File: config.mk
export PLATFORM = sky130hd
export DESIGN_NAME = fault_retry_and_turn_on_sequencer
export DESIGN_NICKNAME = d
export VERILOG_FILES = /design/src/rtl/fault_seq_pkg.sv /design/src/rtl/timer_if.sv /design/src/rtl/fault_retry_and_turn_on_sequencer.sv /design/src/rtl/ms_tick_div.sv /design/src/rtl/ms_timer.sv
export SDC_FILE = /design/constraint.sdc
export NUM_CORES = 1
export LEC_CHECK = 0
export ABC_AREA = 1
export BUFFER_PORTS_ARGS = -buffer_cell sky130_fd_sc_hd__buf_2
export CORE_UTILIZATION = 39
export CTS_CLUSTER_SIZE = 30
export DETAILED_ROUTE_END_ITERATION = 16
export GPL_ROUTABILITY_DRIVEN = 0
export PLACE_DENSITY_LB_ADDON = 0.1
export SLEW_MARGIN = 15
export SYNTH_ARGS = -nofsm -noshare
export SYNTH_HDL_FRONTEND = slang
export SYNTH_SLANG_ARGS = --single-unit
export TNS_END_PERCENT = 1
File: constraint.sdc
create_clock -name clk_in -period 5.1 [get_ports clk_in]
set_input_delay 0.51 -clock clk_in [delete_from_list [all_inputs] [get_ports clk_in]]
set_output_delay 0.51 -clock clk_in [all_outputs]
set_load 0.03 [all_outputs]
File: src/rtl/fault_seq_pkg.sv
// Constants, types and helpers shared by the sequencer design
package fault_seq_pkg;

	// ==========================================================
	// Command codes
	localparam logic [7:0] CMD_FAULT_ACT = 8'h5A;
	localparam logic [7:0] CMD_PG_ON     = 8'h5E;
	localparam logic [7:0] CMD_PG_OFF    = 8'h5F;
	localparam logic [7:0] CMD_TON_WAIT  = 8'h60;
	localparam logic [7:0] CMD_TON_RAMP  = 8'h61;
	localparam logic [7:0] CMD_TIME_UNIT = 8'hD2;

	// ==========================================================
	// Fault action field positions
	localparam int RESP_HI  = 7;
	localparam int RESP_LO  = 6;
	localparam int RETRY_HI = 5;
	localparam int RETRY_LO = 3;
	localparam int TIME_HI  = 2;
	localparam int TIME_LO  = 0;

	localparam logic [2:0] RETRY_NONE    = 3'h0;
	localparam logic [2:0] RETRY_FOREVER = 3'h7;

	// ==========================================================
	// Reset values
	localparam logic [15:0] RST_WORD = 16'h0000;
	localparam logic [7:0]  RST_ACT  = 8'h00;
	localparam logic [7:0]  RST_UNIT = 8'h01;
	localparam logic [15:0] RST_DATA = 16'h0000;

	// ==========================================================
	// Timing
	localparam longint CLK_HZ        = 125000000;
	localparam longint TICK_MS       = 1;
	localparam int     CYCLES_PER_MS = int'((CLK_HZ * TICK_MS) / 1000);

	// ==========================================================
	// Types
	typedef enum logic [1:0]
	{
		RESP_IGNORE,
		RESP_RUN,
		RESP_RETRY,
		RESP_HOLD
	} resp_t;

	typedef enum logic [2:0]
	{
		S_OFF,
		S_DELAY,
		S_RISE,
		S_ON,
		S_FRUN,
		S_RETRY,
		S_LATCH
	} state_t;

	// Delay in ms: 2**n units; a zero unit counts as one ms
	function automatic logic [15:0] interval_ms(input logic [2:0] n,
		input logic [7:0] unit);
		logic [15:0] u;
		u = (unit == 8'h00) ? 16'h0001 : {8'h00, unit};
		return u << n;
	endfunction

endpackage

File: src/rtl/timer_if.sv
// Load and completion signals between the sequencer and a ms timer
`timescale 1ns/1ns
interface timer_if;
	logic        load;
	logic [15:0] load_ms;
	logic        busy;
	logic        done;

	modport ctl (output load, output load_ms, input busy, input done);
	modport tmr (input load, input load_ms, output busy, output done);
endinterface // timer_if

File: src/rtl/fault_retry_and_turn_on_sequencer.sv
// Turn-on sequencer with fault retry, power-good and settings
//
// Overview of operation
// RULE1: Retry field 4, 5 or 6 gives exactly that many restarts.
// RULE2: When all restarts fail the output stays off until cleared.
// RULE3: Restart starts are spaced by the timing field times the unit; the code spaces them by 2 to the power n delay units.
// RULE4: Retry field 7 retries until off, bias loss or another fault.
// RULE5: Timing field n selects 2 to the power n delay units.
// RULE6: The same count is the run-on time or the restart spacing.
// RULE7: The delay unit comes from the time unit setting at D2.
// RULE8: Power-good asserts when the output reaches the assert level.
// RULE9: Below the negate level power-good drops and status sets.
// RULE10: The turn-on wait runs from enable to the start of the rise.
// RULE11: After the wait the output ramps for the rise time.
// RULE12: Level and timing settings are 16-bit word accesses.
// RULE13: The response field picks ignore, run-on, retry or hold.
// RULE14: A held fault clears by bit clear, clear-all or off then on.
// RULE15: The attempt count restarts on clear or on a good restart.
`timescale 1ns/1ns
module fault_retry_and_turn_on_sequencer #(
	parameter int CYCLES_PER_MS = fault_seq_pkg::CYCLES_PER_MS
)
(
	input  wire logic        clk_in,
	input  wire logic        rst_b_in,
	input  wire logic        cmd_valid_in,
	input  wire logic        cmd_write_in,
	input  wire logic        cmd_word_in,
	input  wire logic [7:0]  cmd_code_in,
	input  wire logic [15:0] cmd_wdata_in,
	output logic [15:0]      cmd_rdata_out,
	output logic             cmd_ack_out,
	output logic             cmd_err_out,
	input  wire logic [15:0] vout_in,
	input  wire logic        fault_in,
	input  wire logic        other_fault_in,
	input  wire logic        on_cmd_in,
	input  wire logic        bias_ok_in,
	input  wire logic        clear_faults_in,
	input  wire logic        clear_fault_bit_in,
	input  wire logic        multi_pin_setup_pg_in,
	output logic             out_enable_out,
	output logic             ramp_active_out,
	output logic             supply_ok_output_out,
	output logic             pg_status_out,
	output logic             fault_latched_out,
	output logic [2:0]       attempts_out
);
	// ==========================================================
	// Settings
	logic [15:0] pg_on_r;
	logic [15:0] pg_off_r;
	logic [15:0] ton_wait_r;
	logic [15:0] ton_ramp_r;
	logic [7:0]  act_r;
	logic [7:0]  unit_r;

	wire hit_on   = (cmd_code_in == fault_seq_pkg::CMD_PG_ON);
	wire hit_off  = (cmd_code_in == fault_seq_pkg::CMD_PG_OFF);
	wire hit_wait = (cmd_code_in == fault_seq_pkg::CMD_TON_WAIT);
	wire hit_ramp = (cmd_code_in == fault_seq_pkg::CMD_TON_RAMP);
	wire hit_act  = (cmd_code_in == fault_seq_pkg::CMD_FAULT_ACT);
	wire hit_unit = (cmd_code_in == fault_seq_pkg::CMD_TIME_UNIT);
	wire hit_word = hit_on | hit_off | hit_wait | hit_ramp;
	wire hit_byte = hit_act | hit_unit;
	wire acc_ok   = (hit_word & cmd_word_in) | (hit_byte & ~cmd_word_in); // see RULE12
	wire wr_ok    = cmd_valid_in & cmd_write_in & acc_ok;
	wire rd_ok    = cmd_valid_in & ~cmd_write_in & acc_ok;

	logic [15:0] rd_mux;
	assign rd_mux = hit_on   ? pg_on_r :
	                hit_off  ? pg_off_r :
	                hit_wait ? ton_wait_r :
	                hit_ramp ? ton_ramp_r :
	                hit_act  ? {8'h00, act_r} :
	                           {8'h00, unit_r};

	always_ff @(posedge clk_in or negedge rst_b_in)
	begin
		if (!rst_b_in)
		begin
			pg_on_r    <= fault_seq_pkg::RST_WORD;
			pg_off_r   <= fault_seq_pkg::RST_WORD;
			ton_wait_r <= fault_seq_pkg::RST_WORD;
			ton_ramp_r <= fault_seq_pkg::RST_WORD;
			act_r      <= fault_seq_pkg::RST_ACT;
			unit_r     <= fault_seq_pkg::RST_UNIT;
		end
		else if (wr_ok)
		begin
			if (hit_on)
				pg_on_r <= cmd_wdata_in; // see RULE12
			if (hit_off)
				pg_off_r <= cmd_wdata_in;
			if (hit_wait)
				ton_wait_r <= cmd_wdata_in;
			if (hit_ramp)
				ton_ramp_r <= cmd_wdata_in;
			if (hit_act)
				act_r <= cmd_wdata_in[7:0];
			if (hit_unit)
				unit_r <= cmd_wdata_in[7:0]; // see RULE7
		end
	end

	always_ff @(posedge clk_in or negedge rst_b_in)
	begin
		if (!rst_b_in)
		begin
			cmd_ack_out   <= 1'b0;
			cmd_err_out   <= 1'b0;
			cmd_rdata_out <= fault_seq_pkg::RST_DATA;
		end
		else
		begin
			cmd_ack_out <= cmd_valid_in;
			cmd_err_out <= cmd_valid_in & ~acc_ok;
			if (rd_ok)
				cmd_rdata_out <= rd_mux;
		end
	end

	// ==========================================================
	// Timers
	logic tick;
	timer_if rt ();
	timer_if st ();

	ms_tick_div #(.DIV(CYCLES_PER_MS)) u_tick
	(
		.clk_in   (clk_in),
		.rst_b_in (rst_b_in),
		.tick_out (tick)
	);
	ms_timer u_retry_tmr
	(
		.clk_in   (clk_in),
		.rst_b_in (rst_b_in),
		.tick_in  (tick),
		.t        (rt.tmr)
	);
	ms_timer u_seq_tmr
	(
		.clk_in   (clk_in),
		.rst_b_in (rst_b_in),
		.tick_in  (tick),
		.t        (st.tmr)
	);

	// ==========================================================
	// Fault decode
	fault_seq_pkg::state_t state_r;
	fault_seq_pkg::state_t state_nxt;
	logic [2:0]            attempts_r;

	fault_seq_pkg::resp_t resp;
	assign resp = fault_seq_pkg::resp_t'(act_r[fault_seq_pkg::RESP_HI:
		fault_seq_pkg::RESP_LO]); // see RULE13
	wire [2:0] retry_f = act_r[fault_seq_pkg::RETRY_HI:fault_seq_pkg::RETRY_LO];
	wire [2:0] time_f  = act_r[fault_seq_pkg::TIME_HI:fault_seq_pkg::TIME_LO];
	wire [15:0] gap_ms = fault_seq_pkg::interval_ms(time_f, unit_r); // see RULE5

	wire run_ok   = on_cmd_in & bias_ok_in;
	wire out_live = (state_r == fault_seq_pkg::S_RISE) |
	                (state_r == fault_seq_pkg::S_ON) |
	                (state_r == fault_seq_pkg::S_FRUN);
	wire trip     = out_live & fault_in & (state_r != fault_seq_pkg::S_FRUN);
	wire no_limit = (retry_f == fault_seq_pkg::RETRY_FOREVER);
	wire may_retry = no_limit | ((retry_f != fault_seq_pkg::RETRY_NONE) &
	                 (attempts_r < retry_f)); // see RULE1
	wire shut_evt = (trip & resp == fault_seq_pkg::RESP_RETRY) |
	                ((state_r == fault_seq_pkg::S_FRUN) & rt.done & fault_in);
	wire start_evt = (state_r == fault_seq_pkg::S_RETRY) & ~rt.busy &
	                 run_ok & ~other_fault_in;
	wire success  = (state_r == fault_seq_pkg::S_RISE) & st.done & ~fault_in;
	wire clr_evt  = clear_faults_in | clear_fault_bit_in;

	// ==========================================================
	// Sequencer
	always_comb
	begin
		state_nxt = state_r;
		case (state_r)
			fault_seq_pkg::S_OFF:
				if (run_ok)
					state_nxt = fault_seq_pkg::S_DELAY;
			fault_seq_pkg::S_DELAY:
				if (st.done)
					state_nxt = fault_seq_pkg::S_RISE; // see RULE10
			fault_seq_pkg::S_RISE, fault_seq_pkg::S_ON:
				if (trip && resp == fault_seq_pkg::RESP_RUN)
					state_nxt = fault_seq_pkg::S_FRUN; // see RULE6
				else if (trip && resp == fault_seq_pkg::RESP_HOLD)
					state_nxt = fault_seq_pkg::S_LATCH;
				else if (shut_evt)
					state_nxt = may_retry ? fault_seq_pkg::S_RETRY :
						fault_seq_pkg::S_LATCH; // see RULE2
				else if (success)
					state_nxt = fault_seq_pkg::S_ON; // see RULE11
			fault_seq_pkg::S_FRUN:
				if (shut_evt)
					state_nxt = may_retry ? fault_seq_pkg::S_RETRY :
						fault_seq_pkg::S_LATCH;
				else if (rt.done)
					state_nxt = fault_seq_pkg::S_ON;
			fault_seq_pkg::S_RETRY:
				if (start_evt)
					state_nxt = fault_seq_pkg::S_DELAY; // see RULE3
			fault_seq_pkg::S_LATCH:
				if (clr_evt)
					state_nxt = fault_seq_pkg::S_OFF; // see RULE14
			default:
				state_nxt = fault_seq_pkg::S_OFF;
		endcase
		if (other_fault_in && state_r != fault_seq_pkg::S_OFF)
			state_nxt = fault_seq_pkg::S_LATCH; // see RULE4
		if (!run_ok)
			state_nxt = fault_seq_pkg::S_OFF; // see RULE14
	end

	// Spacing counts from the shutdown, then from each attempt start
	assign rt.load = ((state_nxt == fault_seq_pkg::S_FRUN) &
	                  (state_r != fault_seq_pkg::S_FRUN)) |
	                 (shut_evt & ~rt.busy) | start_evt; // see RULE3
	assign rt.load_ms = gap_ms; // see RULE6
	assign st.load = ((state_nxt == fault_seq_pkg::S_DELAY) &
	                  (state_r != fault_seq_pkg::S_DELAY)) |
	                 ((state_nxt == fault_seq_pkg::S_RISE) &
	                  (state_r == fault_seq_pkg::S_DELAY));
	assign st.load_ms = (state_r == fault_seq_pkg::S_DELAY) ? ton_ramp_r :
		ton_wait_r;

	always_ff @(posedge clk_in or negedge rst_b_in)
	begin
		if (!rst_b_in)
			state_r <= fault_seq_pkg::S_OFF;
		else
			state_r <= state_nxt;
	end

	always_ff @(posedge clk_in or negedge rst_b_in)
	begin
		if (!rst_b_in)
			attempts_r <= 3'h0;
		else if (state_nxt == fault_seq_pkg::S_OFF || success)
			attempts_r <= 3'h0; // see RULE15
		else if (start_evt && !no_limit)
			attempts_r <= attempts_r + 3'h1; // see RULE1
	end

	// ==========================================================
	// Power good
	logic pg_r;
	logic pg_stat_r;
	wire  pg_fall = pg_r & (vout_in < pg_off_r);
	wire  pg_rise = ~pg_r & out_live & multi_pin_setup_pg_in &
	                (vout_in >= pg_on_r);

	always_ff @(posedge clk_in or negedge rst_b_in)
	begin
		if (!rst_b_in)
		begin
			pg_r      <= 1'b0;
			pg_stat_r <= 1'b0;
		end
		else
		begin
			if (pg_fall || !out_live || !multi_pin_setup_pg_in)
				pg_r <= 1'b0; // see RULE9
			else if (pg_rise)
				pg_r <= 1'b1; // see RULE8
			if (pg_fall)
				pg_stat_r <= 1'b1; // see RULE9
			else if (clear_faults_in)
				pg_stat_r <= 1'b0;
		end
	end

	// ==========================================================
	// Outputs
	always_ff @(posedge clk_in or negedge rst_b_in)
	begin
		if (!rst_b_in)
		begin
			out_enable_out    <= 1'b0;
			ramp_active_out   <= 1'b0;
			fault_latched_out <= 1'b0;
		end
		else
		begin
			out_enable_out    <= (state_nxt == fault_seq_pkg::S_RISE) |
			                     (state_nxt == fault_seq_pkg::S_ON) |
			                     (state_nxt == fault_seq_pkg::S_FRUN);
			ramp_active_out   <= (state_nxt == fault_seq_pkg::S_RISE);
			fault_latched_out <= (state_nxt == fault_seq_pkg::S_LATCH);
		end
	end

	assign supply_ok_output_out = pg_r;
	assign pg_status_out        = pg_stat_r;
	assign attempts_out         = attempts_r;
endmodule // fault_retry_and_turn_on_sequencer

File: src/rtl/ms_tick_div.sv
// Divider giving a one-cycle enable pulse every millisecond
`timescale 1ns/1ns
module ms_tick_div #(
	parameter int DIV = fault_seq_pkg::CYCLES_PER_MS
)
(
	input  wire logic clk_in,
	input  wire logic rst_b_in,
	output logic      tick_out
);
	localparam int CW = (DIV > 1) ? $clog2(DIV) : 1;

	logic [CW-1:0] cnt_r;
	wire           wrap = (cnt_r == CW'(DIV - 1));

	// ==========================================================
	// Free running count
	always_ff @(posedge clk_in or negedge rst_b_in)
	begin
		if (!rst_b_in)
		begin
			cnt_r    <= '0;
			tick_out <= 1'b0;
		end
		else
		begin
			cnt_r    <= wrap ? '0 : cnt_r + CW'(1);
			tick_out <= wrap;
		end
	end
endmodule // ms_tick_div

File: src/rtl/ms_timer.sv
// Millisecond countdown timer with load, busy and done
`timescale 1ns/1ns
module ms_timer
(
	input  wire logic clk_in,
	input  wire logic rst_b_in,
	input  wire logic tick_in,
	timer_if.tmr      t
);
	logic [15:0] cnt_r;

	// ==========================================================
	// Countdown
	always_ff @(posedge clk_in or negedge rst_b_in)
	begin
		if (!rst_b_in)
		begin
			cnt_r  <= 16'h0000;
			t.busy <= 1'b0;
			t.done <= 1'b0;
		end
		else if (t.load)
		begin
			cnt_r  <= t.load_ms;
			t.busy <= 1'b1;
			t.done <= 1'b0;
		end
		else if (t.busy && cnt_r == 16'h0000)
		begin
			t.busy <= 1'b0;
			t.done <= 1'b1;
		end
		else
		begin
			t.done <= 1'b0;
			if (t.busy && tick_in)
				cnt_r <= cnt_r - 16'h0001;
		end
	end
endmodule // ms_timer

==> After elaboration in Yosys (flattened, before gate mapping) <==
Cells that the tools add are included.
{ "op_classes": {"n_eq_ne": 26, "magnitude_cmp": 3, "reduce_logical": 37, "shift": 1, "mux": 41, "bitwise": 49, "addsub": 4} }
{ "ops": {"columns": ["op", "n"], "rows": [
  ["$mux 16", 11],
  ["$eq 8x7->1 const B", 5],
  ["$mux 3", 13],
  ["$logic_not 16->1", 2],
  ["$sub 16x1->16 const B", 2],
  ["$and 1x1->1", 27],
  ["$eq 3x3->1 const B", 6],
  ["$pmux 3 s6", 1],
  ["$add 17x1->17 const B", 1],
  ["$eq 17x17->1 const B", 1],
  ["$mux 17", 1],
  ["$ge 16x16->1", 1],
  ["$lt 16x16->1", 1],
  ["$mux 8", 2],
  ["$reduce_and 2->1", 8],
  ["$shl 8x3->16", 1],
  ["$or 1x1->1", 15],
  ["$reduce_bool 2->1", 7],
  ["$eq 3x2->1 const B", 4],
  ["$mux 1", 12],
  ["$eq 8x8->1 const B", 1],
  ["$logic_and 1x1->1", 8],
  ["$logic_not 8->1", 1],
  ["$not 1->1", 7],
  ["other kinds (14)", 23]
]} }
{ "totals": {"word_cells": 185, "register_bits": 163, "input_bits": 52, "output_inout_bits": 26} }

==> Longest topological paths before layout <==
Gate-level depths: netlist of run 1.
{ "depth": {"word_depth": 19, "depth_mapped": 19, "ltp_nobuf": 18} }

==> Cells and area by module <==
A second synthesis of run 1 with hierarchy kept.
{ "hier_totals": {"hier_cells": 1399, "area_unflattened_um2": 10005.8} }
{ "modules_own_cells": {"columns": ["module", "seq_area_each_um2", "cells_per_inst", "area_each_um2", "n_inst"], "rows": [
  ["fault_retry_and_turn_on_sequencer", 2728.9, 858, 6452.4, 1],
  ["ms_timer (u_retry_tmr)", 450.4, 203, 1277.5, 1],
  ["ms_timer (u_seq_tmr)", 450.4, 204, 1277.5, 1],
  ["ms_tick_div", 450.4, 134, 998.5, 1]
]} }

==> Worst setup path before layout of run 1 <==
OpenSTA, ideal clock, no wires.
{ "synth_timing": {"path_type": "flip-flop to flip-flop", "from": "register attempts_r[2] (netlist: attempts_out[2])", "to": "register u_retry_tmr.cnt_r[13]", "setup_ps": 123, "arrival_time_ps": 2221, "slack_ps": 2756, "required_time_ps": 4977, "path_stages_with_launch": 15, "path_buffers": 1, "period_less_slack_ps": 2344, "path_cell_list": "dfrtp_1 -> ha_1 -> a21oi_1 -> nand3_1 -> nand3_1 -> nand2_1 -> nand2_1 -> nand3_1 -> nor2_1 -> nand4_2 -> nand2_2 -> buf_2 -> nand2_1 -> o21ai_0 -> nand2_1"} }
{ "synth_via": {"elab_chain_len": 16, "elab_cells_between_ends": 19, "classes_between": "order compare: 1; eq/ne: 2; mux: 9; bitwise: 5; reduce/logical: 2"} }
{ "synth_rtl": {"columns": ["element", "line_no", "text"], "rows": [
  ["from (decl)", "fault_retry_and_turn_on_sequencer.sv:154", "logic [2:0] attempts_r;"],
  ["from (signal assigned)", "fault_retry_and_turn_on_sequencer.sv:248", "attempts_r <= attempts_r + 3'h1;"],
  ["$lt 3x3->1 *", "fault_retry_and_turn_on_sequencer.sv:170", "(attempts_r < retry_f));"],
  ["$and 1x1->1 *", "fault_retry_and_turn_on_sequencer.sv:169", "wire may_retry = no_limit | ((retry_f != fault_seq_pkg::RETRY_NONE) &"],
  ["$or 1x1->1 *", "fault_retry_and_turn_on_sequencer.sv:169", null],
  ["$mux 2 *", "fault_retry_and_turn_on_sequencer.sv:196, fault_retry_and_turn_on_sequencer.sv:202", null],
  ["$mux 3", "fault_retry_and_turn_on_sequencer.sv:195", "else if (shut_evt)"],
  ["$mux 3", "fault_retry_and_turn_on_sequencer.sv:193", "else if (trip && resp == fault_seq_pkg::RESP_HOLD)"],
  ["$mux 3", "fault_retry_and_turn_on_sequencer.sv:191", "if (trip && resp == fault_seq_pkg::RESP_RUN)"],
  ["$pmux 3 s6 *", "fault_retry_and_turn_on_sequencer.sv:183", "case (state_r)"],
  ["$mux 3 *", "fault_retry_and_turn_on_sequencer.sv:215", "if (other_fault_in && state_r != fault_seq_pkg::S_OFF)"],
  ["$mux 3 *", "fault_retry_and_turn_on_sequencer.sv:217", "if (!run_ok)"],
  ["$eq 3x3->1 *", "fault_retry_and_turn_on_sequencer.sv:222", "assign rt.load = ((state_nxt == fault_seq_pkg::S_FRUN) &"],
  ["$and 1x1->1 *", "fault_retry_and_turn_on_sequencer.sv:222", null],
  ["$or 1x1->1 *", "fault_retry_and_turn_on_sequencer.sv:223", "(state_r != fault_seq_pkg::S_FRUN)) |"],
  ["$or 1x1->1 *", "fault_retry_and_turn_on_sequencer.sv:224", "(shut_evt & ~rt.busy) | start_evt;"],
  ["$ne 2x2->1 (no line) / $reduce_bool 2->1 (equally long branches)", null, null],
  ["$reduce_and 2->1 (no line)", null, null],
  ["to (signal assigned)", "ms_timer.sv:24", "cnt_r <= t.load_ms;"],
  ["to (signal assigned)", "ms_timer.sv:37", "cnt_r <= cnt_r - 16'h0001;"],
  ["to (decl)", "ms_timer.sv:10", "logic [15:0] cnt_r;"]
]} }
Every way passes the cells marked *; elsewhere a longest branch is shown, timed or not.
A chain may end at the register's enable or synchronous reset.

==> Worst setup path after layout of run 1 <==
{ "layout_timing": {"from": "register state_r[1]", "to": "register u_seq_tmr.cnt_r[9]"} }
{ "layout_via": {"elab_chain_len": 18, "elab_cells_between_ends": 49, "classes_between": "eq/ne: 11; mux: 14; bitwise: 16; reduce/logical: 8"} }
{ "layout_rtl": {"columns": ["element", "line_no", "text"], "rows": [
  ["from (decl)", "fault_retry_and_turn_on_sequencer.sv:152", "fault_seq_pkg::state_t state_r;"],
  ["from (signal assigned)", "fault_retry_and_turn_on_sequencer.sv:236", "state_r <= fault_seq_pkg::S_OFF;"],
  ["from (signal assigned)", "fault_retry_and_turn_on_sequencer.sv:238", "state_r <= state_nxt;"],
  ["$eq 3x2->1, on equally long branches", null, null],
  ["$or 1x1->1", "fault_retry_and_turn_on_sequencer.sv:164", "wire out_live = (state_r == fault_seq_pkg::S_RISE) |"],
  ["$or 1x1->1", "fault_retry_and_turn_on_sequencer.sv:165", "(state_r == fault_seq_pkg::S_ON) |"],
  ["$and 1x1->1 (2 in a row)", "fault_retry_and_turn_on_sequencer.sv:167", "wire trip = out_live & fault_in & (state_r != fault_seq_pkg::S_FRUN);"],
  ["$and 1x1->1", "fault_retry_and_turn_on_sequencer.sv:171", "wire shut_evt = (trip & resp == fault_seq_pkg::RESP_RETRY) |"],
  ["$or 1x1->1", "fault_retry_and_turn_on_sequencer.sv:171", null],
  ["$mux 3", "fault_retry_and_turn_on_sequencer.sv:195", null],
  ["$mux 3", "fault_retry_and_turn_on_sequencer.sv:193", null],
  ["$mux 3", "fault_retry_and_turn_on_sequencer.sv:191", null],
  ["$pmux 3 s6", "fault_retry_and_turn_on_sequencer.sv:183", null],
  ["$mux 3", "fault_retry_and_turn_on_sequencer.sv:215", null],
  ["$mux 3", "fault_retry_and_turn_on_sequencer.sv:217", null],
  ["$eq 3x1->1 / $eq 3x2->1 (equally long branches)", "fault_retry_and_turn_on_sequencer.sv:226, fault_retry_and_turn_on_sequencer.sv:228", null],
  ["$and 1x1->1, on equally long branches", "fault_retry_and_turn_on_sequencer.sv:226, fault_retry_and_turn_on_sequencer.sv:228", null],
  ["$or 1x1->1", "fault_retry_and_turn_on_sequencer.sv:227", "(state_r != fault_seq_pkg::S_DELAY)) |"],
  ["$ne 2x2->1 (no line) / $reduce_bool 2->1 (equally long branches)", null, null],
  ["$reduce_and 2->1 (no line)", null, null],
  ["to (signal assigned)", "ms_timer.sv:24", null],
  ["to (signal assigned)", "ms_timer.sv:37", null],
  ["to (decl)", "ms_timer.sv:10", null]
]} }
Parallel ways exist; a longest one is shown, timed or not.

==> out/summary.txt, run 1 <==
status -> completed
CP cell instances -> nor2_1 -> nand2_2 -> inv_2 -> a21boi_0 -> nand3_1 -> o21ai_1 -> nand3_1 -> nand2_1 -> nor2_2 -> nand2_1 -> nand2_1
share of the synthesized area in the top cell type -> 0.4294
antenna violations before repair -> 0
sw power -> 1.030 mW
post-synth top area cell -> dfrtp_1
post-CTS sizing -> 0
Post-synth ARST share -> 1.000
Core Area -> 23610 sq um
Setup TNS -> 0 ns
switching share of power -> 0.3138
Mapped Cells -> 1247
RSZ-0062 raised after global routing -> false
ANT cells -> 0
CTS Buffer Depth -> 2
commonest cells in the synthesized netlist -> 351 x nand2_1, 162 x dfrtp_1, 155 x inv_1
Inserted Clock Buffers -> 17
die width -> 157.6 um
layout cells sized above 1 -> 0.1042
FF-to-FF End -> u_seq_tmr.cnt_r[9]
power share of the clock group -> 0.384
count of final hold-check violations -> 0
synthesis-stage register bit count -> 163
WP data required -> 5.41 ns
initial core utilization -> 0.3998
synth warn -> 0
worst-margin pin slew -> 1.093 ns
via count -> 8262
unique cell type count in the Yosys netlist -> 44
clock sinks -> 163
fin crit share -> 0.7149
Crit Path Class -> reg2reg
GR Util met2 -> 0.3375
setup slack, reg-to-reg -> 1.45 ns
wire per inst -> 15.20 um
sequential area share after synthesis -> 0.4322
Syn Nets -> 1336
GRT Overall Usage -> 0.2174
leakage power -> 5.105 nW
pin count of the biggest net entering global routing -> 76
min Tclk post-route -> 3.646 ns
number of synthesized flops with an enable pin -> 0
postcts setup bufs -> 0
fin util -> 0.4531
Avg Cell Area, Syn -> 7.570 sq um
Final Cell Area -> 10700 sq um
global-route wire length before repair -> 41340 um
Final Skew -> 0.009769 ns
Worst R2R Path Depth -> 11
number of port buffers -> 77
clock-pin slew on the worst setup and hold paths -> 0.07 ns
DRC -> 0
area of placed instances -> 10130 sq um
RR Startpoint -> state_r[1]
fmax -> 0.2743 GHz
Int Power -> 2.253 mW
Die Y -> 157.6 um
Crit path arrival time -> 3.96 ns
mapped cell area -> 9440 sq um
Seq pwr share -> 0.457
slowest cell on the critical path -> nand2_1
fin nets -> 1401
worst-path fanout max -> 29
max_slew headroom -> 0.2694
drt via density -> 5.026
Final WS setup -> 1.454 ns
gr busiest metal -> met2
# rows -> 56
CTS Hold Bufs -> 0
Critical Path Start Type -> flip-flop
H-Tree Depth -> 4
Max stage delay on crit path -> 0.80 ns
global-route met3 utilization -> 0.03394
DRT antenna net count -> 0
Total Power -> 3.284 mW
cell mode on critical path -> nand2_1
pre-CTS WS -> 1.552 ns
root buffer cell -> clkbuf_16
Final Slew Violations -> 0
DR pass1 iterations -> 6
CTS tree -> built
Tightest Hold Check Type -> in2async
Peak VDD IR -> 0.0001885 V
Synth area leaders -> dfrtp_1 43%, nand2_1 14%, inv_1 6.2%, o21ai_0 5.8%, ha_1 4.9%
die area -> 24830 sq um
clk_lat worst skew -> 0.44 ns
Top-Level Pins -> 78
Post-Route WL -> 24990 um
GRT overflow -> 0
initial DRC count -> 566
commonest register cell after synthesis -> dfrtp_1
Gate power share -> 0.159
most frequent cell after synthesis -> nand2_1
Syn-to-layout area delta -> 13.32%
endpoints failing setup -> 0
HPWL Detailed -> 18730 um
pwr/cell area -> 307.0 nW/um^2
crit path capture type -> flip-flop
vias in the first global route -> 7803
Max Cap Viol -> 0
met1 Usage GRT -> 0.3180
-- worst max path at each step --
stage	start	end	cells after the start
3_5_place_dp	state_r[1]	u_seq_tmr.cnt_r[2]	11
2_1_floorplan	attempts_out[2]	u_retry_tmr.cnt_r[13]	14
5_1_grt	state_r[1]	u_seq_tmr.cnt_r[13]	11
6_report	state_r[1]	u_seq_tmr.cnt_r[9]	11
3_3_place_gp	state_r[1]	u_seq_tmr.cnt_r[7]	11
4_1_cts	state_r[1]	u_seq_tmr.cnt_r[9]	11
-- sequential cells by signal, indices dropped and copies added (netlist names), 3 cells and up --
name	flops
pg_off_r	16
act_r	8
cmd_rdata_out	16
ton_wait_r	16
ton_ramp_r	16
u_seq_tmr.cnt_r	16
state_r	3
attempts_out	3
pg_on_r	16
u_retry_tmr.cnt_r	16
u_tick.cnt_r	17
unit_r	8
-- critical path, delay by kind of cell (launching register included) --
kind,cells,cell delay [ns]
buffers and inverters,1,0.18
flip-flops,1,0.54
AND/OR/NAND/NOR,8,2.31
AO/OA/AOI/OAI,2,0.47
-- routing by layer --
metal / share of wire / routed length (um) / vias to the layer above
met5: 0 / 0 / -
met4: 0.0087 / 218 / 0
met3: 0.035 / 866 / 18
met2: 0.44 / 11060 / 155
met1: 0.51 / 12850 / 3847
li1: - / - / 4242
-- placed cells by master, fill, tap and decap left out, drive strengths merged, types with 2 or more instances in the layout --
cell type  synthesis  layout
dfrtp            162     162
nand4             28      28
xor2              18      18
clkbuf            33      18
o31ai              2       2
a2bb2oi            8       8
and3               2       2
nor4              15      15
clkinv             3       6
buf                6      85
a221oi             6       6
o2111a             2       2
nor3b              5       5
inv              161     171
o21ai            157     157
ha                37      37
nand3             55      55
o211ai            31      31
xnor2             11      11
nor3              20      20
nor2              79      79
a21oi             40      40
nand2            354     354
mux2i              3       3
-- cell families (layout without fill, tap and decap cells) --
group,Yosys count,in the layout,share of synthesized area
and+or+nand+nor,559,559,0.2538
AOI/OAI and AO/OA,253,253,0.1522
buffers and inverters,203,281,0.08270
DFF,163,163,0.4322
adders and majority gates,37,37,0.04904
xor gates and xnor gates,29,29,0.02690
muxes,3,3,0.003181
-- layout make-up --
type                       instances  area [sq um]
fill                            2476         12910
clock inverter                    14         132.6
clock buffer                      18         439.2
multi-input combinational        881          4579
tap                              319         399.1
inverter                         164         615.6
sequential                       163          4080
timing repair buffer              85         451.7
-- power groups by stage --
stage | clock (mW) | sequential, mW | combinational [mW]
finish | 1.26 | 1.50 | 0.522
global route | 1.36 | 1.52 | 0.607
CTS | 1.30 | 1.50 | 0.529
detailed placement | 0 | 1.52 | 0.528
global placement | 0 | 1.52 | 0.520
floorplan | 0 | 1.53 | 0.350
-- per-stage QoR --
step                cells  hold slack [ns]
floorplan            1247           0.2144
CTS                  1644           0.1289
global route         1644           0.1403
finish               1644          0.07608
global placement     1612           0.4551
detailed placement   1612           0.4538
Note: power is estimated with default switching activity, not from simulation.
==> run 2, diff against run 1 <==
- clock period: 5.1 -> 2.96 ns (I/O delays scaled with it)
==> run 2 against run 1 <==
Net effect:
- register-to-register slack worse by 1.1 ns
- sequential share of layout area down 0.69 points
- clock-buffer cell count up 1
- power up 74%
- fmax up 41%
- via count up 0.81%
- utilization up 0.83 points
- largest power group unchanged
- highest routed layer unchanged
==> out/summary.txt, run 2 (synthesis results as in run 1) <==
clock sinks -> 163 (unchanged)
most frequent cells in the layout -> 351 x nand2_1, 162 x dfrtp_1, 155 x inv_1 (unchanged)
Final Cell Area -> 10890 sq um (was 10700 sq um)
Peak VDD IR -> 0.0002983 V (was 0.0001885 V)
antenna violations before repair -> 0 (unchanged)
Inserted Clock Buffers -> 17 (unchanged)
Die Y -> 157.6 um (unchanged)
Critical Path Start Type -> flip-flop (unchanged)
HPWL Detailed -> 18740 um (was 18730 um)
Post-Route WL -> 24830 um (was 24990 um)
RR Startpoint -> state_r[1] (unchanged)
# rows -> 56 (unchanged)
initial core utilization -> 0.3998 (unchanged)
Hold Path Origin -> multi_pin_setup_pg_in
H-Tree Depth -> 4 (unchanged)
Total Power -> 5.726 mW (was 3.284 mW)
via count -> 8329 (was 8262)
initial DRC count -> 532 (was 566)
drt via density -> 5.002 (was 5.026)
Multi-input gate area -> 4579 sq um (unchanged)
CTS tree -> built (unchanged)
area of placed instances -> 10290 sq um (was 10130 sq um)
leakage power -> 5.207 nW (was 5.105 nW)
count of final hold-check violations -> 0 (unchanged)
Top-Level Pins -> 78 (unchanged)
die width -> 157.6 um (unchanged)
min Tclk post-route -> 2.589 ns (was 3.646 ns)
fin nets -> 1422 (was 1401)
Worst R2R Path Depth -> 13 (was 11)
hold slack final -> 0.1281 ns (was 0.07608 ns)
filler instances -> 2467 (was 2476)
GRT Overall Usage -> 0.2160 (was 0.2174)
worst-path fanout max -> 16 (was 29)
max_slew headroom -> 0.6148 (was 0.2694)
vias in the first global route -> 7963 (was 7803)
Setup TNS -> 0 ns (unchanged)
fmax -> 0.3863 GHz (was 0.2743 GHz)
global-route wire length before repair -> 41390 um (was 41340 um)
commonest non-fill, non-tap cell in the layout -> nand2_1 (unchanged)
root buffer cell -> clkbuf_16 (unchanged)
wire per inst -> 14.91 um (was 15.20 um)
worst-margin pin slew -> 0.5725 ns (was 1.093 ns)
DRT antenna net count -> 0 (unchanged)
ANT cells -> 0 (unchanged)
layout cells sized above 1 -> 0.1159 (was 0.1042)
CTS Buffer Depth -> 2 (unchanged)
Reg area -> 4080 sq um (unchanged)
GRT overflow -> 0 (unchanged)
setup slack, reg-to-reg -> 0.37 ns (was 1.45 ns)
clock-pin slew on the worst setup and hold paths -> 0.08 ns (was 0.07 ns)
DR pass1 iterations -> 7 (was 6)
status -> completed (unchanged)
Max Cap Viol -> 0 (unchanged)
max FFs per register -> 17 (unchanged)
Tightest Hold Check Type -> in2reg (was in2async)
Crit path arrival time -> 2.92 ns (was 3.96 ns)
clk_lat worst skew -> 0.43 ns (was 0.44 ns)
endpoints failing setup -> 0 (unchanged)
DRC -> 0 (unchanged)
Syn-to-layout area delta -> 15.40% (was 13.32%)
Reg with most FFs -> u_tick.cnt_r (unchanged)
Core Area -> 23610 sq um (unchanged)
RSZ-0062 raised after global routing -> false (unchanged)
number of port buffers -> 77 (unchanged)
die area -> 24830 sq um (unchanged)
crit path capture type -> flip-flop (unchanged)
WP data required -> 3.29 ns (was 5.41 ns)
Crit Path Class -> reg2reg (unchanged)
pwr/cell area -> 525.6 nW/um^2 (was 307.0 nW/um^2)
fin crit share -> 0.8746 (was 0.7149)
Final Skew -> 0.01500 ns (was 0.009769 ns)
pin count of the biggest net entering global routing -> 78 (was 76)
WHS Path Cells -> 3
Final Slew Violations -> 0 (unchanged)
FF-to-FF End -> u_retry_tmr.cnt_r[7] (was u_seq_tmr.cnt_r[9])
Hold Path Sink -> supply_ok_output_out
-- run 2: per-layer routing --
| metal | GRT usage | vias to the layer above | part of all wire |
|---|---|---|---|
| met2 | 0.3375 | 148 | 0.44 |
| met1 | 0.3129 | 3865 | 0.51 |
| met4 | 0.05039 | 0 | 0.013 |
| met3 | 0.03312 | 24 | 0.034 |
| li1 | - | 4292 | - |
| met5 | 0 | - | 0 |
-- run 2: what timing repair did --
action / CTS / global route
hold endpoints to repair: 22 / 0
setup buffers: 0 / 0
gates resized for setup: 0 / 0
hold buffers: 2 / 0
-- run 2: area by class of cell --
cell class,instances,share of cell area
Multi-Input combinational cell,881,0.4204
Sequential cell,163,0.3745
Timing Repair Buffer,106,0.05869
Inverter,164,0.05651
Clock buffer,19,0.04066
Tap cell,319,0.03664
Clock inverter,13,0.01263
-- run 2: worst max-delay path by stage --
stage	cells after the start	slack [ns]	start	to
floorplan	14	0.62	attempts_out[2]	u_retry_tmr.cnt_r[13]
global placement	13	0.50	state_r[1]	u_retry_tmr.cnt_r[10]
detailed placement	13	0.39	state_r[1]	u_retry_tmr.cnt_r[7]
CTS	13	0.37	state_r[1]	u_retry_tmr.cnt_r[7]
global route	13	0.02	state_r[1]	u_retry_tmr.cnt_r[10]
finish	13	0.37	state_r[1]	u_retry_tmr.cnt_r[7]
-- run 2: power breakdown --
part | total [mW] | internal [mW] | switching (mW)
sequential | 2.59 | 2.41 | 0.175
combinational | 0.917 | 0.346 | 0.571
clock | 2.22 | 1.21 | 1.01
total | 5.73 | 3.97 | 1.76
-- run 2: metrics by stage --
stage,worst slack (ns),cells,util
floorplan,0.6163,1247,-
global placement,0.5032,1631,0.4359
detailed placement,0.3883,1631,0.4359
CTS,0.3705,1665,0.4614
global route,0.01655,1665,0.4614
finish,0.3713,1665,0.4614
-- run 2: worst max-delay path: stages, from the launching register on --
cell and delay (ns):
dfrtp_1 0.54, nor2_1 0.10, nand4_1 0.13, nand2_1 0.12, o21ai_0 0.26, nand4_1 0.13
nand2_1 0.15, inv_1 0.10, nand4_2 0.12, nand2_2 0.18, nor2_1 0.46, nand2_1 0.10
nand2_1 0.08, inv_1 0.04
